--- config.mk ---
export PLATFORM = sky130hd
export DESIGN_NAME = clock_prescale_and_hard_reset
export DESIGN_NICKNAME = d
export VERILOG_FILES = /design/src/core/clock_prescale_pkg.sv /design/src/core/clock_prescale_and_hard_reset.sv
export SDC_FILE = /design/constraint.sdc
export NUM_CORES = 1
export LEC_CHECK = 0
export BUFFER_PORTS_ARGS = -buffer_cell sky130_fd_sc_hd__buf_2
export CAP_MARGIN = 20
export CORE_MARGIN = 2
export CORE_UTILIZATION = 54
export CTS_CLUSTER_DIAMETER = 40
export DETAILED_ROUTE_END_ITERATION = 6
export PLACE_DENSITY_LB_ADDON = 0.12
export SLEW_MARGIN = 30
export SYNTH_ARGS = -nofsm -noshare
export SYNTH_HDL_FRONTEND = slang
export SYNTH_SLANG_ARGS = --single-unit
--- constraint.sdc ---
create_clock -name CLK_SYS -period 2.5 [get_ports CLK_SYS]
set_input_delay 0.125 -clock CLK_SYS [delete_from_list [all_inputs] [get_ports CLK_SYS]]
set_output_delay 0.125 -clock CLK_SYS [all_outputs]
set_load 0.05 [all_outputs]
--- src/core/clock_prescale_pkg.sv ---
// Constants, register map and types of the clock prescale and hard-reset block.
package clock_prescale_pkg;
	// ----------------------------------------------------------------
	// Register map
	// ----------------------------------------------------------------
	localparam logic [11:0] CONFIG_OFFSET = 12'h000;
	localparam logic [11:0] STATUS_OFFSET = 12'h004;
	localparam logic [11:0] MASK_OFFSET = 12'h008;
	localparam logic [11:0] STATE_OFFSET = 12'h00c;
	localparam int PRESCALE_LSB = 0;
	localparam int RATIO_LSB = 2;
	localparam int EXTCLK_BIT = 5;
	localparam int CONFIG_BITS = 6;
	localparam logic [5:0] CONFIG_RESET = 6'h2c;
	localparam int ST_DATA_READY_BIT = 0;
	localparam int ST_RELEASE_BIT = 1;
	localparam int STATUS_BITS = 2;
	localparam logic [1:0] STATUS_RESET = 2'h0;
	localparam logic [1:0] MASK_RESET = 2'h0;
	localparam int STATE_TWO_WIRE_BIT = 0;
	localparam int STATE_HELD_BIT = 1;
	localparam int STATE_UNSETTLED_BIT = 2;
	localparam int STATE_BIT0_LATCH_BIT = 3;
	// ----------------------------------------------------------------
	// Timing
	// ----------------------------------------------------------------
	localparam int CLK_PERIOD_NS = 20;
	localparam int SAMPLE_DIV = 4;
	localparam int RATIO_BASE = 32;
	localparam int SETTLE_SAMPLES_DEFAULT = 16;
	// ----------------------------------------------------------------
	// Types
	// ----------------------------------------------------------------
	typedef enum logic [2:0] {
		PH_RUN = 3'b001,
		PH_HELD = 3'b010,
		PH_SETTLE = 3'b100
	} phase_e;
endpackage

--- src/core/clock_prescale_and_hard_reset.sv ---
// Master clock selection, prescaler, sample and data-rate dividers and hard reset.
`timescale 1ns/1ps
// Behaviour
// - In serial mode a low hard-reset pin holds the chip in reset.
// - During hard reset registers return to defaults and no access is accepted.
// - During hard reset internal clocks stop; only the input stage sees master clock.
// - Hard reset state equals the power-on reset state.
// - Bias stays on; with master clock running, operation resumes at release.
// - Without master clock during reset, early conversions are flagged unsettled.
// - In two-wire mode the reset pin is latched as ratio select bit zero.
// - Master clock comes from crystal when select is 0, clock pin when 1.
// - Two-bit prescale field divides master clock by 1, 2, 4 or 8.
// - The analog clock drives the gain amplifiers and modulators.
// - Sample clock is the analog clock divided by four.
// - Modulator outputs refresh once per sample clock period.
// - Output data rate is sample rate divided by the oversampling ratio.
// - Each new output word gives one data-ready pulse.
// - Three-bit ratio field selects 32 to 4096, default 256.
// - Data-ready pulse is low half a sample period, paced by master clock.
// - Interface mode input is latched after power-on, hard and watchdog reset.
module clock_prescale_and_hard_reset #(
	parameter int SETTLE_SAMPLES = clock_prescale_pkg::SETTLE_SAMPLES_DEFAULT
) (
	input wire logic CLK_SYS,
	input wire logic RST,
	input wire logic PSEL,
	input wire logic PENABLE,
	input wire logic PWRITE,
	input wire logic [11:0] PADDR,
	input wire logic [31:0] PWDATA,
	output logic [31:0] PRDATA,
	output logic PREADY,
	output logic PSLVERR,
	input wire logic CRYSTAL_TICK,
	input wire logic CLOCK_INPUT_PIN,
	input wire logic HARD_RESET_N,
	input wire logic MODE_SELECT,
	input wire logic WATCHDOG_RESET,
	output logic MCLK_INPUT_TICK,
	output logic ANALOG_CLOCK_EN,
	output logic SAMPLE_CLOCK_EN,
	output logic OUTPUT_RATE_TICK,
	output logic DATA_READY_PIN_N,
	output logic BIAS_ENABLE,
	output logic CONVERSION_UNSETTLED,
	output logic TWO_WIRE_MODE,
	output logic IRQ
);
	import clock_prescale_pkg::*;

	// ----------------------------------------------------------------
	// Decoding helpers
	// ----------------------------------------------------------------
	function automatic logic [2:0] prescale_last(input logic [1:0] code);
		return 3'((1 << code) - 1);
	endfunction

	function automatic logic [11:0] ratio_last(input logic [2:0] code);
		return 12'((RATIO_BASE << code) - 1);
	endfunction

	function automatic logic [3:0] ready_last(input logic [1:0] code);
		return 4'(((SAMPLE_DIV / 2) << code) - 1);
	endfunction

	// ----------------------------------------------------------------
	// Declarations
	// ----------------------------------------------------------------
	logic [CONFIG_BITS-1:0] cfg_r, cfg_nxt;
	logic [STATUS_BITS-1:0] status_r, status_nxt, mask_r, mask_nxt;
	logic [STATUS_BITS-1:0] cap_r, cap_nxt;
	logic [31:0] rdata_r, rdata_nxt;
	logic err_r, err_nxt;
	logic clkin_d_r, hard_n_d_r, first_r;
	logic two_wire_r, two_wire_nxt, bit0_r, bit0_nxt;
	phase_e phase_r, phase_nxt;
	logic mclk_seen_r, mclk_seen_nxt;
	logic [15:0] settle_r, settle_nxt;
	logic [2:0] pre_cnt_r, pre_cnt_nxt;
	logic [1:0] ana_cnt_r, ana_cnt_nxt;
	logic [11:0] rate_cnt_r, rate_cnt_nxt;
	logic [3:0] ready_cnt_r, ready_cnt_nxt;
	logic ready_low_r, ready_low_nxt;
	logic mclk_tick, hr_active, hr_release, latch_evt, setup, access;
	logic analog_tick, sample_tick, out_tick;
	logic [1:0] pre_code;
	logic [2:0] ratio_eff;
	logic [15:0] settle_last;

	assign settle_last = 16'(SETTLE_SAMPLES - 1);

	// ----------------------------------------------------------------
	// Clock selection and hard reset qualification
	// ----------------------------------------------------------------
	assign mclk_tick = cfg_r[EXTCLK_BIT] ? (CLOCK_INPUT_PIN & ~clkin_d_r) : CRYSTAL_TICK;
	assign hr_active = ~two_wire_r & ~HARD_RESET_N;
	assign hr_release = ~two_wire_r & HARD_RESET_N & ~hard_n_d_r;
	assign latch_evt = first_r | hr_release | WATCHDOG_RESET;
	assign pre_code = cfg_r[PRESCALE_LSB +: 2];
	assign ratio_eff = two_wire_r ? {cfg_r[RATIO_LSB+1 +: 2], bit0_r} : cfg_r[RATIO_LSB +: 3];

	always_comb begin
		two_wire_nxt = latch_evt ? MODE_SELECT : two_wire_r;
		bit0_nxt = (latch_evt & MODE_SELECT) ? HARD_RESET_N : bit0_r;
		phase_nxt = phase_r;
		mclk_seen_nxt = mclk_seen_r;
		settle_nxt = settle_r;
		case (phase_r)
			PH_RUN: begin
				if (hr_active) begin
					phase_nxt = PH_HELD;
					mclk_seen_nxt = 1'b0;
				end
			end
			PH_HELD: begin
				if (mclk_tick) begin
					mclk_seen_nxt = 1'b1;
				end
				if (!hr_active) begin
					phase_nxt = (mclk_seen_r | mclk_tick) ? PH_RUN : PH_SETTLE;
					settle_nxt = 16'h0000;
				end
			end
			PH_SETTLE: begin
				if (hr_active) begin
					phase_nxt = PH_HELD;
					mclk_seen_nxt = 1'b0;
				end else if (sample_tick) begin
					if (settle_r == settle_last) begin
						phase_nxt = PH_RUN;
					end else begin
						settle_nxt = settle_r + 16'h0001;
					end
				end
			end
			default: begin
				phase_nxt = PH_RUN;
			end
		endcase
	end

	always_ff @(posedge CLK_SYS or posedge RST) begin
		if (RST) begin
			clkin_d_r <= 1'b0;
			hard_n_d_r <= 1'b1;
			first_r <= 1'b1;
			two_wire_r <= 1'b0;
			bit0_r <= 1'b0;
			phase_r <= PH_RUN;
			mclk_seen_r <= 1'b0;
			settle_r <= 16'h0000;
		end else begin
			clkin_d_r <= CLOCK_INPUT_PIN;
			hard_n_d_r <= HARD_RESET_N;
			first_r <= 1'b0;
			two_wire_r <= two_wire_nxt;
			bit0_r <= bit0_nxt;
			phase_r <= phase_nxt;
			mclk_seen_r <= mclk_seen_nxt;
			settle_r <= settle_nxt;
		end
	end

	// ----------------------------------------------------------------
	// Dividers
	// ----------------------------------------------------------------
	// Counters are held at zero under hard reset so that every divider restarts in phase.
	assign analog_tick = ~hr_active & mclk_tick & (pre_cnt_r == prescale_last(pre_code));
	assign sample_tick = analog_tick & (ana_cnt_r == 2'(SAMPLE_DIV - 1));
	assign out_tick = sample_tick & (rate_cnt_r == ratio_last(ratio_eff));

	always_comb begin
		pre_cnt_nxt = pre_cnt_r;
		ana_cnt_nxt = ana_cnt_r;
		rate_cnt_nxt = rate_cnt_r;
		ready_cnt_nxt = ready_cnt_r;
		ready_low_nxt = ready_low_r;
		if (hr_active) begin
			pre_cnt_nxt = 3'h0;
			ana_cnt_nxt = 2'h0;
			rate_cnt_nxt = 12'h000;
			ready_cnt_nxt = 4'h0;
			ready_low_nxt = 1'b0;
		end else begin
			if (mclk_tick) begin
				pre_cnt_nxt = analog_tick ? 3'h0 : pre_cnt_r + 3'h1;
			end
			if (analog_tick) begin
				ana_cnt_nxt = ana_cnt_r + 2'h1;
			end
			if (sample_tick) begin
				rate_cnt_nxt = out_tick ? 12'h000 : rate_cnt_r + 12'h001;
			end
			if (out_tick) begin
				ready_low_nxt = 1'b1;
				ready_cnt_nxt = ready_last(pre_code);
			end else if (ready_low_r && mclk_tick) begin
				if (ready_cnt_r == 4'h0) begin
					ready_low_nxt = 1'b0;
				end else begin
					ready_cnt_nxt = ready_cnt_r - 4'h1;
				end
			end
		end
	end

	always_ff @(posedge CLK_SYS or posedge RST) begin
		if (RST) begin
			pre_cnt_r <= 3'h0;
			ana_cnt_r <= 2'h0;
			rate_cnt_r <= 12'h000;
			ready_cnt_r <= 4'h0;
			ready_low_r <= 1'b0;
			MCLK_INPUT_TICK <= 1'b0;
			ANALOG_CLOCK_EN <= 1'b0;
			SAMPLE_CLOCK_EN <= 1'b0;
			OUTPUT_RATE_TICK <= 1'b0;
		end else begin
			pre_cnt_r <= pre_cnt_nxt;
			ana_cnt_r <= ana_cnt_nxt;
			rate_cnt_r <= rate_cnt_nxt;
			ready_cnt_r <= ready_cnt_nxt;
			ready_low_r <= ready_low_nxt;
			MCLK_INPUT_TICK <= mclk_tick;
			ANALOG_CLOCK_EN <= analog_tick;
			SAMPLE_CLOCK_EN <= sample_tick;
			OUTPUT_RATE_TICK <= out_tick;
		end
	end

	assign DATA_READY_PIN_N = ~ready_low_r;
	assign BIAS_ENABLE = 1'b1;
	assign CONVERSION_UNSETTLED = (phase_r == PH_SETTLE);
	assign TWO_WIRE_MODE = two_wire_r;

	// ----------------------------------------------------------------
	// APB registers and interrupt
	// ----------------------------------------------------------------
	assign setup = PSEL & ~PENABLE;
	assign access = PSEL & PENABLE;
	assign PREADY = 1'b1;
	assign PRDATA = rdata_r;
	assign PSLVERR = access & err_r;
	assign IRQ = |(status_r & mask_r);

	always_comb begin
		cfg_nxt = cfg_r;
		mask_nxt = mask_r;
		rdata_nxt = rdata_r;
		err_nxt = err_r;
		cap_nxt = cap_r;
		status_nxt = status_r;
		if (access && !PWRITE && !err_r && PADDR == STATUS_OFFSET) begin
			status_nxt = status_r & ~cap_r;
		end
		status_nxt[ST_DATA_READY_BIT] = status_nxt[ST_DATA_READY_BIT] | out_tick;
		status_nxt[ST_RELEASE_BIT] = status_nxt[ST_RELEASE_BIT] | hr_release;
		if (setup) begin
			rdata_nxt = 32'h0000_0000;
			cap_nxt = STATUS_RESET;
			err_nxt = hr_active;
			case (PADDR)
				CONFIG_OFFSET: rdata_nxt[CONFIG_BITS-1:0] = cfg_r;
				STATUS_OFFSET: begin
					rdata_nxt[STATUS_BITS-1:0] = status_r;
					cap_nxt = status_r;
				end
				MASK_OFFSET: rdata_nxt[STATUS_BITS-1:0] = mask_r;
				STATE_OFFSET: begin
					rdata_nxt[STATE_TWO_WIRE_BIT] = two_wire_r;
					rdata_nxt[STATE_HELD_BIT] = hr_active;
					rdata_nxt[STATE_UNSETTLED_BIT] = (phase_r == PH_SETTLE);
					rdata_nxt[STATE_BIT0_LATCH_BIT] = bit0_r;
				end
				default: err_nxt = 1'b1;
			endcase
			if (hr_active) begin
				rdata_nxt = 32'h0000_0000;
			end
		end
		if (access && PWRITE && !err_r) begin
			if (PADDR == CONFIG_OFFSET) begin
				cfg_nxt = PWDATA[CONFIG_BITS-1:0];
			end
			if (PADDR == MASK_OFFSET) begin
				mask_nxt = PWDATA[STATUS_BITS-1:0];
			end
		end
		if (hr_active) begin
			cfg_nxt = CONFIG_RESET;
			mask_nxt = MASK_RESET;
			status_nxt = STATUS_RESET;
			cap_nxt = STATUS_RESET;
		end
	end

	always_ff @(posedge CLK_SYS or posedge RST) begin
		if (RST) begin
			cfg_r <= CONFIG_RESET;
			mask_r <= MASK_RESET;
			status_r <= STATUS_RESET;
			cap_r <= STATUS_RESET;
			rdata_r <= 32'h0000_0000;
			err_r <= 1'b0;
		end else begin
			cfg_r <= cfg_nxt;
			mask_r <= mask_nxt;
			status_r <= status_nxt;
			cap_r <= cap_nxt;
			rdata_r <= rdata_nxt;
			err_r <= err_nxt;
		end
	end
endmodule

==> flow_metrics.env, run 1 <==
export IMPL_status="finished, final reports clean"
export IMPL_cp_required_ps=2730
export IMPL_worstHoldPathType="in -> reg"
export IMPL_grt_first_pass_wirelength_um=13100
export IMPL_tightest_slew_ps=518
export IMPL_worstSkewPairLatency_ps=350
export IMPL_total_leakage_power_nw=2.06
export IMPL_route_detailed_drc=0
export IMPL_cts_tree="yes"
export IMPL_dp_hpwl_um=5720
export IMPL_vias_per_cell=5.47
export IMPL_gp_congestion=0.835
export IMPL_drt_first_pass_iters=4
export IMPL_cts_sinks=70
export IMPL_gr_usage_all_layers=0.215
export IMPL_worstSetupPathType="reg -> reg"
export IMPL_grtUsageMet1=0.281
export IMPL_power_mw=2.47
export IMPL_path_clk_slew_ps=80
export IMPL_slowest_delay_ps=610
export IMPL_worst_ep_arrival_time_ps=2630
export IMPL_period_needed_ps=2400
export IMPL_vias=3144
export IMPL_cts_root_buf="clkbuf_8"
export IMPL_use_met2=0.352
export IMPL_cp_max_fo=9
export IMPL_core_um2=7140
export IMPL_critPathTopFamily="compound AO/OA/AOI/OAI gates"
export IMPL_fin_hold_ws_ps=14.1
export IMPL_cpMaxStageDelayCell="dfstp_2"
export IMPL_setup_worst_path_start="cfg_r[3]$_DFFE_PP1P_"
export IMPL_antenna_found_initial=0
export IMPL_ys_async_sr_fraction=1.00
export IMPL_synth_seq_cells=70
export IMPL_cts_resized=0
export IMPL_mostFrequentLayoutCells="63 x dfrtp_1, 42 x buf_2, 41 x nor2_1"
export IMPL_min_path_cells=3
export IMPL_die_w_um=89.1
export IMPL_min_to="cfg_r[2]$_DFFE_PP1P_"
export IMPL_routed_wl_um=8070
export IMPL_maxSlewHeadroom=0.654
export IMPL_final_area_um2=4410
export IMPL_fin_cells=575
export IMPL_hold_violations=0
export IMPL_ios=97
export IMPL_power_density_nw_per_um2=560
export IMPL_ir_worst_vdd_uv=290
export IMPL_avgRoutedWirePerCell_um=14.0
export IMPL_synthCells=417
export IMPL_yosysTopAreaCell="dfrtp_1"
export IMPL_h_tree_depth=3
export IMPL_synth_edf_count=0
export IMPL_antenna_cells=0
export IMPL_reg2reg_depth=7
export IMPL_cp_buffers_inverters=1
export IMPL_slew_viol_final=0
export IMPL_drive_gt1_frac=0.202
export IMPL_ys_warn_count=0
export IMPL_gr_total_overflow=0
export IMPL_cp_start_kind="flop"
export IMPL_end_kind="flop"
export IMPL_r2r_start="cfg_r[3]$_DFFE_PP1P_"
export IMPL_seq_area_frac_synth=0.450
export IMPL_drv_cap=0
export IMPL_final_nets=531
export IMPL_yosysUniqueCellTypes=58
export IMPL_worstReg2RegEnd="rate_cnt_r[3]$_DFFE_PP0P_"
export IMPL_period_share=0.958
export IMPL_synth_avg_cell_area_um2=9.37
export IMPL_synth_top_area_share=0.410
export IMPL_synth_flop_cell="dfrtp_1"
export IMPL_cts_inserted_buffers=9
export IMPL_crit_path_cell_trace="or3b_1, mux2_2, a211oi_2, o211ai_1, buf_4, a31o_2, a22o_1"
export IMPL_grt_pass1_vias=2847
export IMPL_r2r_slack_ps=100
export IMPL_max_freq_ghz=0.417
export IMPL_grt_max_degree=48
export IMPL_initial_utilization=0.547
export IMPL_layout_commonest_cell="dfrtp_1"
export IMPL_placed_cells=554
export IMPL_die_area_um2=7930
export IMPL_synth_area_um2=3910
export IMPL_synthToLayoutAreaGrowth_pct=12.8
export IMPL_rows=31
export IMPL_final_antenna_net_count=0
export IMPL_hp_start="PWDATA[2]"
export IMPL_grt_busiest_layer="met2"
export IMPL_drt_iter0_drc=221
export IMPL_synthTopCellsByArea="dfrtp_1 41%, buf_4 5.6%, dfstp_2 4.0%, nor2_1 3.9%, nand2_1 3.6%"
export IMPL_clock_path_buffers=2
export IMPL_met3_usage=0.0443
export IMPL_die_height_um=89.1
export IMPL_portBuffers=42
export IMPL_placed_area_um2=4180
export IMPL_finClkSkew_ps=8.46
export IMPL_setup_viol=0
-- worst max-delay path by stage --
stage,endpoint,slack (ps),depth (start not counted)
after floorplan,settle_r[8]$_DFFE_PP0P_,30,7
after global placement,rate_cnt_r[6]$_DFFE_PP0P_,190,6
after detailed placement,rate_cnt_r[6]$_DFFE_PP0P_,160,6
after CTS,rate_cnt_r[6]$_DFFE_PP0P_,140,6
after global routing,rate_cnt_r[6]$_DFFE_PP0P_,-6,6
final,rate_cnt_r[3]$_DFFE_PP0P_,100,7
-- flip-flops by register name (all words and copies together), names as in the netlist, 2 cells and up --
name         flops
cap_r            2
cfg_r            6
pre_cnt_r        3
status_r         2
rate_cnt_r      12
settle_r        16
phase_r          3
PRDATA           6
mask_r           2
ana_cnt_r        2
ready_cnt_r      4
-- final cells by class --
class	count	area (um2)
clock buffers	12	135
clock inverters	4	47.5
fillers	637	2730
inverters	14	53.8
multi-input cells	315	1910
flip-flops and latches	70	1760
well taps	99	124
repair buffers	61	375
-- routing by layer --
layer,up-vias,part of all wire
met5,-,0
met4,0,0.018
met3,14,0.052
met2,92,0.48
met1,1509,0.45
li1,1529,-
-- worst min-delay path, stage by stage --
cell     delay (ps)
buf_2            80
mux2i_1          60
nand2_1          60
-- synth_stat cells (5+ instances only) --
cell / n
xnor2_1: 5
mux2i_1: 10
inv_1: 13
xor2_1: 12
clkbuf_1: 13
nor3_1: 7
dfrtp_1: 64
or3_1: 6
dfstp_2: 6
ha_1: 6
and3_1: 10
buf_4: 29
nand2_1: 37
nand4_1: 8
nor2_1: 41
a22o_1: 9
o21ai_0: 19
a21oi_1: 20
nor4_1: 6
nand3_1: 25
-- what timing repair did --
action | 4_1_cts | 5_1_grt
hold buffers | 4 | 0
setup endpoints to repair | 0 | 1
setup buffers | 0 | 1
endpoints found under the hold margin | 26 | 0
-- logic make-up (layout without fill, tap and decap cells) --
logic type / count (synthesis) / after routing / share of synthesized area
buffers and inverters: 59 / 91 / 0.0874
adder cells (fa/ha/maj): 6 / 6 / 0.0192
other: 2 / 29 / 0.00192
AO/OA/AOI/OAI: 76 / 76 / 0.134
XOR/XNOR: 17 / 17 / 0.0381
flip-flops: 70 / 70 / 0.450
multiplexers: 15 / 15 / 0.0429
AND/OR/NAND/NOR: 172 / 172 / 0.226
-- through the flow --
stage	setup TNS [ps]	setup slack (ps)	util
detailed placement	0	159	0.585
CTS	0	137	0.617
finish	0	104	0.618
global route	-7.87	-5.60	0.618
global placement	0	188	0.585
floorplan	0	27.6	-
-- power by group --
part           internal (mW)  switching (mW)  total (mW)
combinational          0.106           0.243       0.350
sequential              1.19          0.0503        1.24
clock                  0.459           0.422       0.881
No activity file was read; power rests on OpenSTA's default activity.
==> inputs of run 2 (changes only) <==
ABC_AREA = 1   (was default)
CORE_MARGIN = 4   (was 2)
CORE_UTILIZATION = 55   (was 54)
==> run 2 against run 1 <==
- first-iteration DRC count increased by 4.1%
- global-route usage increased by 0.22 points
- utilization increased by 1.6 points
- power increased by 30%
- cell count increased by 26%
- non-clock buffer count decreased by 10
- critical path depth increased by 3
- maximum frequency increased by 18%
- worst setup slack improved by 370 ps
- sequential share of layout area decreased by 2.3 points
- clock power increased by 0.5%
- clock-buffer cell count increased by 2
- critical path type unchanged
- largest cell class unchanged
- largest power group unchanged
==> flow_metrics.env, run 2 <==
export IMPL_end_kind="flop"
export IMPL_regMostFlops="settle_r"
export IMPL_reg2reg_depth=10
export IMPL_maxSlewHeadroom=0.593
export IMPL_mostFrequentLayoutCells="145 x nand2_1, 67 x inv_1, 64 x dfrtp_1"
export IMPL_dp_hpwl_um=6960
export IMPL_seq_area_frac_synth=0.417
export IMPL_core_um2=7370
export IMPL_largest_registers="settle_r x16, rate_cnt_r x12"
export IMPL_placed_cells=706
export IMPL_max_freq_ghz=0.493
export IMPL_antenna_found_initial=0
export IMPL_power_mw=3.20
export IMPL_final_nets=681
export IMPL_cp_start_kind="flop"
export IMPL_layout_commonest_cell="nand2_1"
export IMPL_initial_utilization=0.573
export IMPL_hold_violations=0
export IMPL_rows=31
export IMPL_die_w_um=95.6
export IMPL_status="finished, final reports clean"
export IMPL_grt_max_degree=30
export IMPL_grt_pass1_vias=3465
export IMPL_worstSetupPathType="reg -> reg"
export IMPL_min_path_cells=3
export IMPL_period_needed_ps=2030
export IMPL_tns_ps=0
export IMPL_avgRoutedWirePerCell_um=12.7
export IMPL_cts_inserted_buffers=9
export IMPL_cts_root_buf="clkbuf_8"
export IMPL_synthCells=568
export IMPL_gr_total_overflow=0
export IMPL_drt_first_pass_iters=5
export IMPL_vias=3679
export IMPL_gp_congestion=0.913
export IMPL_final_antenna_net_count=0
export IMPL_power_density_nw_per_um2=685
export IMPL_synth_most_common_cell="nand2_1"
export IMPL_clock_path_buffers=2
export IMPL_antenna_cells=0
export IMPL_synth_area_um2=4220
export IMPL_cts_tree="yes"
export IMPL_ir_worst_vdd_uv=294
export IMPL_routed_wl_um=9220
export IMPL_synth_flop_cell="dfrtp_1"
export IMPL_synth_top_area_share=0.379
export IMPL_fin_cells=724
export IMPL_ys_warn_count=0
export IMPL_cp_required_ps=2760
export IMPL_synth_seq_cells=70
export IMPL_tightest_slew_ps=604
export IMPL_finClkSkew_ps=9.25
export IMPL_worst_ep_arrival_time_ps=2290
export IMPL_die_height_um=95.6
export IMPL_route_detailed_drc=0
export IMPL_total_leakage_power_nw=2.35
export IMPL_synth_common_cells="145 x nand2_1, 68 x inv_1, 64 x dfrtp_1"
export IMPL_worstSkewPairLatency_ps=350
export IMPL_path_clk_slew_ps=70
export IMPL_synth_edf_count=0
export IMPL_synthTopCellsByArea="dfrtp_1 38%, nand2_1 13%, nand3_1 6.9%, inv_1 6.0%, buf_4 5.0%"
export IMPL_synth_avg_cell_area_um2=7.43
export IMPL_period_share=0.811
export IMPL_ios=97
export IMPL_worstHoldPathType="in -> reg"
export IMPL_vias_per_cell=5.08
export IMPL_h_tree_depth=3
export IMPL_ys_async_sr_fraction=1.00
export IMPL_portBuffers=42
export IMPL_drt_iter0_drc=230
export IMPL_cp_max_fo=21
export IMPL_drive_gt1_frac=0.138
export IMPL_postLayoutCoreUtil=0.634
export IMPL_gr_usage_all_layers=0.217
export IMPL_yosysTopAreaCell="dfrtp_1"
export IMPL_slew_viol_final=0
export IMPL_synthToLayoutAreaGrowth_pct=10.6
export IMPL_largest_reg_flops=16
export IMPL_yosysUniqueCellTypes=36
export IMPL_die_area_um2=9140
export IMPL_drv_cap=0
export IMPL_rsz0062_at_grt="false"
export IMPL_cts_resized=0
export IMPL_cts_sinks=70
export IMPL_grt_first_pass_wirelength_um=15500
export IMPL_setup_viol=0
[run 2: final cells by class]
class	instances	area, um2
clock buffers	14	153
clock inverters	1	30.0
fillers	658	2700
inverters	73	277
multi-input cells	416	2030
flip-flops and latches	70	1760
well taps	99	124
repair buffers	51	298
[run 2: report_power, final]
group | internal (mW) | total, mW | switching, mW
Combinational | 0.267 | 0.895 | 0.628
Sequential | 1.29 | 1.42 | 0.126
Clock | 0.485 | 0.885 | 0.400
[run 2: path summary, 6_finish.rpt]
| path | startpoint | endpoint | slack (ps) |
|---|---|---|---|
| max | cfg_r[5]$_DFFE_PP1P_ | settle_r[15]$_DFFE_PP0P_ | 470 |
| min | PWDATA[3] | cfg_r[3]$_DFFE_PP1P_ | 40 |
| max reg2reg | cfg_r[5]$_DFFE_PP1P_ | settle_r[15]$_DFFE_PP0P_ | 470 |
| min reg2reg | PRDATA[3]$_DFFE_PP0P_ | PRDATA[3]$_DFFE_PP0P_ | 480 |
| max in group asynchronous | RST | phase_r[0]$_DFFE_PP1P_ | 1430 |
| min in group asynchronous | RST | err_r$_DFFE_PP0P_ | 360 |
[run 2: what timing repair did]
item / in CTS / in global routing
setup endpoints to repair: 0 / 0
hold buffers: 3 / 0
setup buffers: 0 / 0
hold endpoints to repair: 23 / 0
[run 2: layer usage]
metal	global-route usage	vias to the layer above	wire, um
met5	0	-	0
met4	0.0758	0	162
met3	0.0418	19	384
met2	0.367	87	4430
met1	0.276	1703	4240
li1	-	1870	-
[run 2: cell families (layout without fill, tap and decap cells)]
logic type | count (synthesis) | count (layout) | synth area share
AND/OR/NAND/NOR | 298 | 298 | 0.312
buffers and inverters | 109 | 139 | 0.127
flip-flops | 70 | 70 | 0.417
AO/OA/AOI/OAI | 61 | 61 | 0.0797
XOR/XNOR | 22 | 22 | 0.0456
adder cells (fa/ha/maj) | 6 | 6 | 0.0178
other | 2 | 29 | 0.00178
[run 2: per-stage QoR]
stage / setup WS, ps / area, um2 / hold slack, ps
after floorplan: 596 / 4320 / 129
after detailed placement: 462 / 4460 / 194
final: 473 / 4670 / 35.5
after global placement: 504 / 4460 / 191
after CTS: 459 / 4670 / 25.9
after global routing: 245 / 4670 / 68.4
[run 2: critical path: stages (launching register included)]
cell	delay (ps)
dfstp_2	550
nand3_1	90
o21ai_2	140
nand2_1	150
inv_2	100
nand3_4	100
inv_4	110
nand3_4	150
nand2_2	340
nand3_1	110
o21ai_1	100
==> inputs of run 3 (changes only) <==
clock period = 1.97 ns   (was 2.5 ns; I/O delays follow)
==> run 3 against run 2 <==
- utilization rose by 1.5 points
- via count up 3.0%
- cell count is 1.8% higher
- critical endpoint is now rate_cnt_r[7]$_DFFE_PP0P_
==> flow_metrics.env, run 3 (same netlist as run 2, synthesis figures left out) <==
export IMPL_status="finished, final reports clean"
export IMPL_cp_required_ps=2200
export IMPL_core_um2=7370
export IMPL_setup_worst_path_start="cfg_r[5]$_DFFE_PP1P_"
export IMPL_ir_worst_vdd_uv=463
export IMPL_max_freq_ghz=0.563
export IMPL_cts_sinks=70
export IMPL_synthToLayoutAreaGrowth_pct=13.3
export IMPL_hp_start="PWDATA[4]"
export IMPL_vias_per_cell=5.14
export IMPL_die_height_um=95.6
export IMPL_worstSkewPairLatency_ps=350
export IMPL_gr_usage_all_layers=0.225
export IMPL_initial_utilization=0.573
export IMPL_hold_violations=0
export IMPL_r2r_slack_ps=190
export IMPL_largest_registers="settle_r x16, rate_cnt_r x12"
export IMPL_largest_reg_flops=16
export IMPL_final_nets=693
export IMPL_drive_gt1_frac=0.161
export IMPL_n_fill_cell=664
export IMPL_antenna_cells=0
export IMPL_end_kind="flop"
export IMPL_setup_viol=0
export IMPL_avgRoutedWirePerCell_um=12.9
export IMPL_die_area_um2=9140
export IMPL_grt_max_degree=71
export IMPL_dp_hpwl_um=6910
export IMPL_critPathTopFamily="simple AND/OR/NAND/NOR gates"
export IMPL_worst_ep_arrival_time_ps=2010
export IMPL_grt_first_pass_wirelength_um=16000
export IMPL_layout_commonest_cell="nand2_1"
export IMPL_gp_congestion=0.880
export IMPL_routed_wl_um=9540
export IMPL_cts_tree="yes"
export IMPL_slowest_delay_ps=560
export IMPL_vias=3790
export IMPL_tns_ps=0
export IMPL_worstSetupPathType="reg -> reg"
export IMPL_worstHoldPathType="in -> reg"
export IMPL_route_detailed_drc=0
export IMPL_cts_inserted_buffers=9
export IMPL_cp_buffers_inverters=1
export IMPL_grt_pass1_vias=3588
export IMPL_total_leakage_power_nw=2.42
export IMPL_r2r_start="cfg_r[5]$_DFFE_PP1P_"
export IMPL_ios=97
export IMPL_maxSlewHeadroom=0.663
export IMPL_regMostFlops="settle_r"
export IMPL_crit_top_cell="nand2_1"
export IMPL_portBuffers=42
export IMPL_worstReg2RegEnd="rate_cnt_r[7]$_DFFE_PP0P_"
export IMPL_pre_cts_slack_ps=95.5
export IMPL_path_clk_slew_ps=80
export IMPL_cpMaxStageDelayCell="dfstp_2"
export IMPL_worst_slack_ps=195
export IMPL_reg2reg_depth=9
export IMPL_min_to="cfg_r[4]$_DFFE_PP0P_"
export IMPL_drt_first_pass_iters=7
export IMPL_cts_root_buf="clkbuf_8"
export IMPL_final_antenna_net_count=0
export IMPL_min_path_cells=3
export IMPL_power_density_nw_per_um2=859
export IMPL_die_w_um=95.6
export IMPL_tightest_slew_ps=501
export IMPL_period_share=0.901
export IMPL_cp_start_kind="flop"
export IMPL_cp_max_fo=5
export IMPL_h_tree_depth=3
export IMPL_clock_path_buffers=2
export IMPL_crit_path_cell_trace="nand3_1, o21ai_2, nand2_1, inv_2, nand3_4, nor2_2, nand2_2, nand2_1, nor2_1"
export IMPL_antenna_found_initial=0
export IMPL_drt_iter0_drc=148
export IMPL_rows=31
export IMPL_period_needed_ps=1780
export IMPL_postLayoutCoreUtil=0.649
export IMPL_finClkSkew_ps=6.51
export IMPL_mostFrequentLayoutCells="145 x nand2_1, 67 x inv_1, 63 x dfrtp_1"
export IMPL_drv_cap=0
export IMPL_gr_total_overflow=0
export IMPL_slew_viol_final=0
run 3: cell types whose count changed in the layout (fill, tap and decap cells not counted):
cell	before	now
buf_4	5	14
clkinv_2	0	4
clkbuf_1	4	2
nor2_1	53	51
buf_12	1	2
clkbuf_8	10	9
dfrtp_1	64	63
dfrtp_2	0	1
dlygate4sd3_1	3	4
nand2_2	3	4
nor2_2	5	6
nor2_4	0	1
run 3: what timing repair did:
item                                    CTS  global route
hold buffers                              4             0
gates resized for setup                   0             5
setup buffers                             0             1
hold endpoints to repair                 67             0
endpoints found under the setup margin    0            15
run 3: worst max-delay path by stage:
stage                                       to  slack, ps  cells past startpoint
floorplan             settle_r[14]$_DFFE_PP0P_         70                      8
CTS                  rate_cnt_r[2]$_DFFE_PP0P_         90                     10
finish               rate_cnt_r[7]$_DFFE_PP0P_        190                      9
global placement     rate_cnt_r[8]$_DFFE_PP0P_        150                     10
global route        ready_cnt_r[2]$_DFFE_PP0P_      -0.03                     12
detailed placement   rate_cnt_r[2]$_DFFE_PP0P_        100                     10
run 3: routing by layer:
layer | wire (um) | vias up | part of all wire | GRT usage
met4 | 148 | 0 | 0.016 | 0.0770
li1 | - | 1890 | - | -
met1 | 4120 | 1785 | 0.43 | 0.282
met2 | 4760 | 102 | 0.50 | 0.391
met5 | 0 | - | 0 | 0
met3 | 514 | 13 | 0.054 | 0.0395
run 3: area by class of cell:
type                            instances  area, um2  share of cell area
Clock inverter                          5       50.0              0.0105
Multi-Input combinational cell        417       2050               0.428
Tap cell                               99        124              0.0259
Clock buffer                           11        131              0.0275
Inverter                               73        277              0.0578
Sequential cell                        70       1760               0.368
Timing Repair Buffer                   62        395              0.0826
run 3: worst register-to-register path: stages, from the launching register on:
cell	delay, ps
dfstp_2	560
nand3_1	100
o21ai_2	100
nand2_1	120
inv_2	90
nand3_4	100
nor2_2	190
nand2_2	130
nand2_1	200
nor2_1	80
run 3: where the power goes:
group	leakage (nW)	switching [mW]	total (mW)	internal (mW)
Clock	0.0968	0.548	1.13	0.577
Sequential	0.919	0.158	1.80	1.64
Combinational	1.40	0.808	1.18	0.374
run 3: through the flow:
step	hold WS, ps	instances	power (mW)	area [um2]
CTS	19.1	735	4.12	4760
floorplan	103	595	2.73	4320
finish	23.9	737	4.11	4780
detailed placement	211	715	2.99	4540
global placement	206	715	2.95	4540
global route	37.9	737	4.40	4780
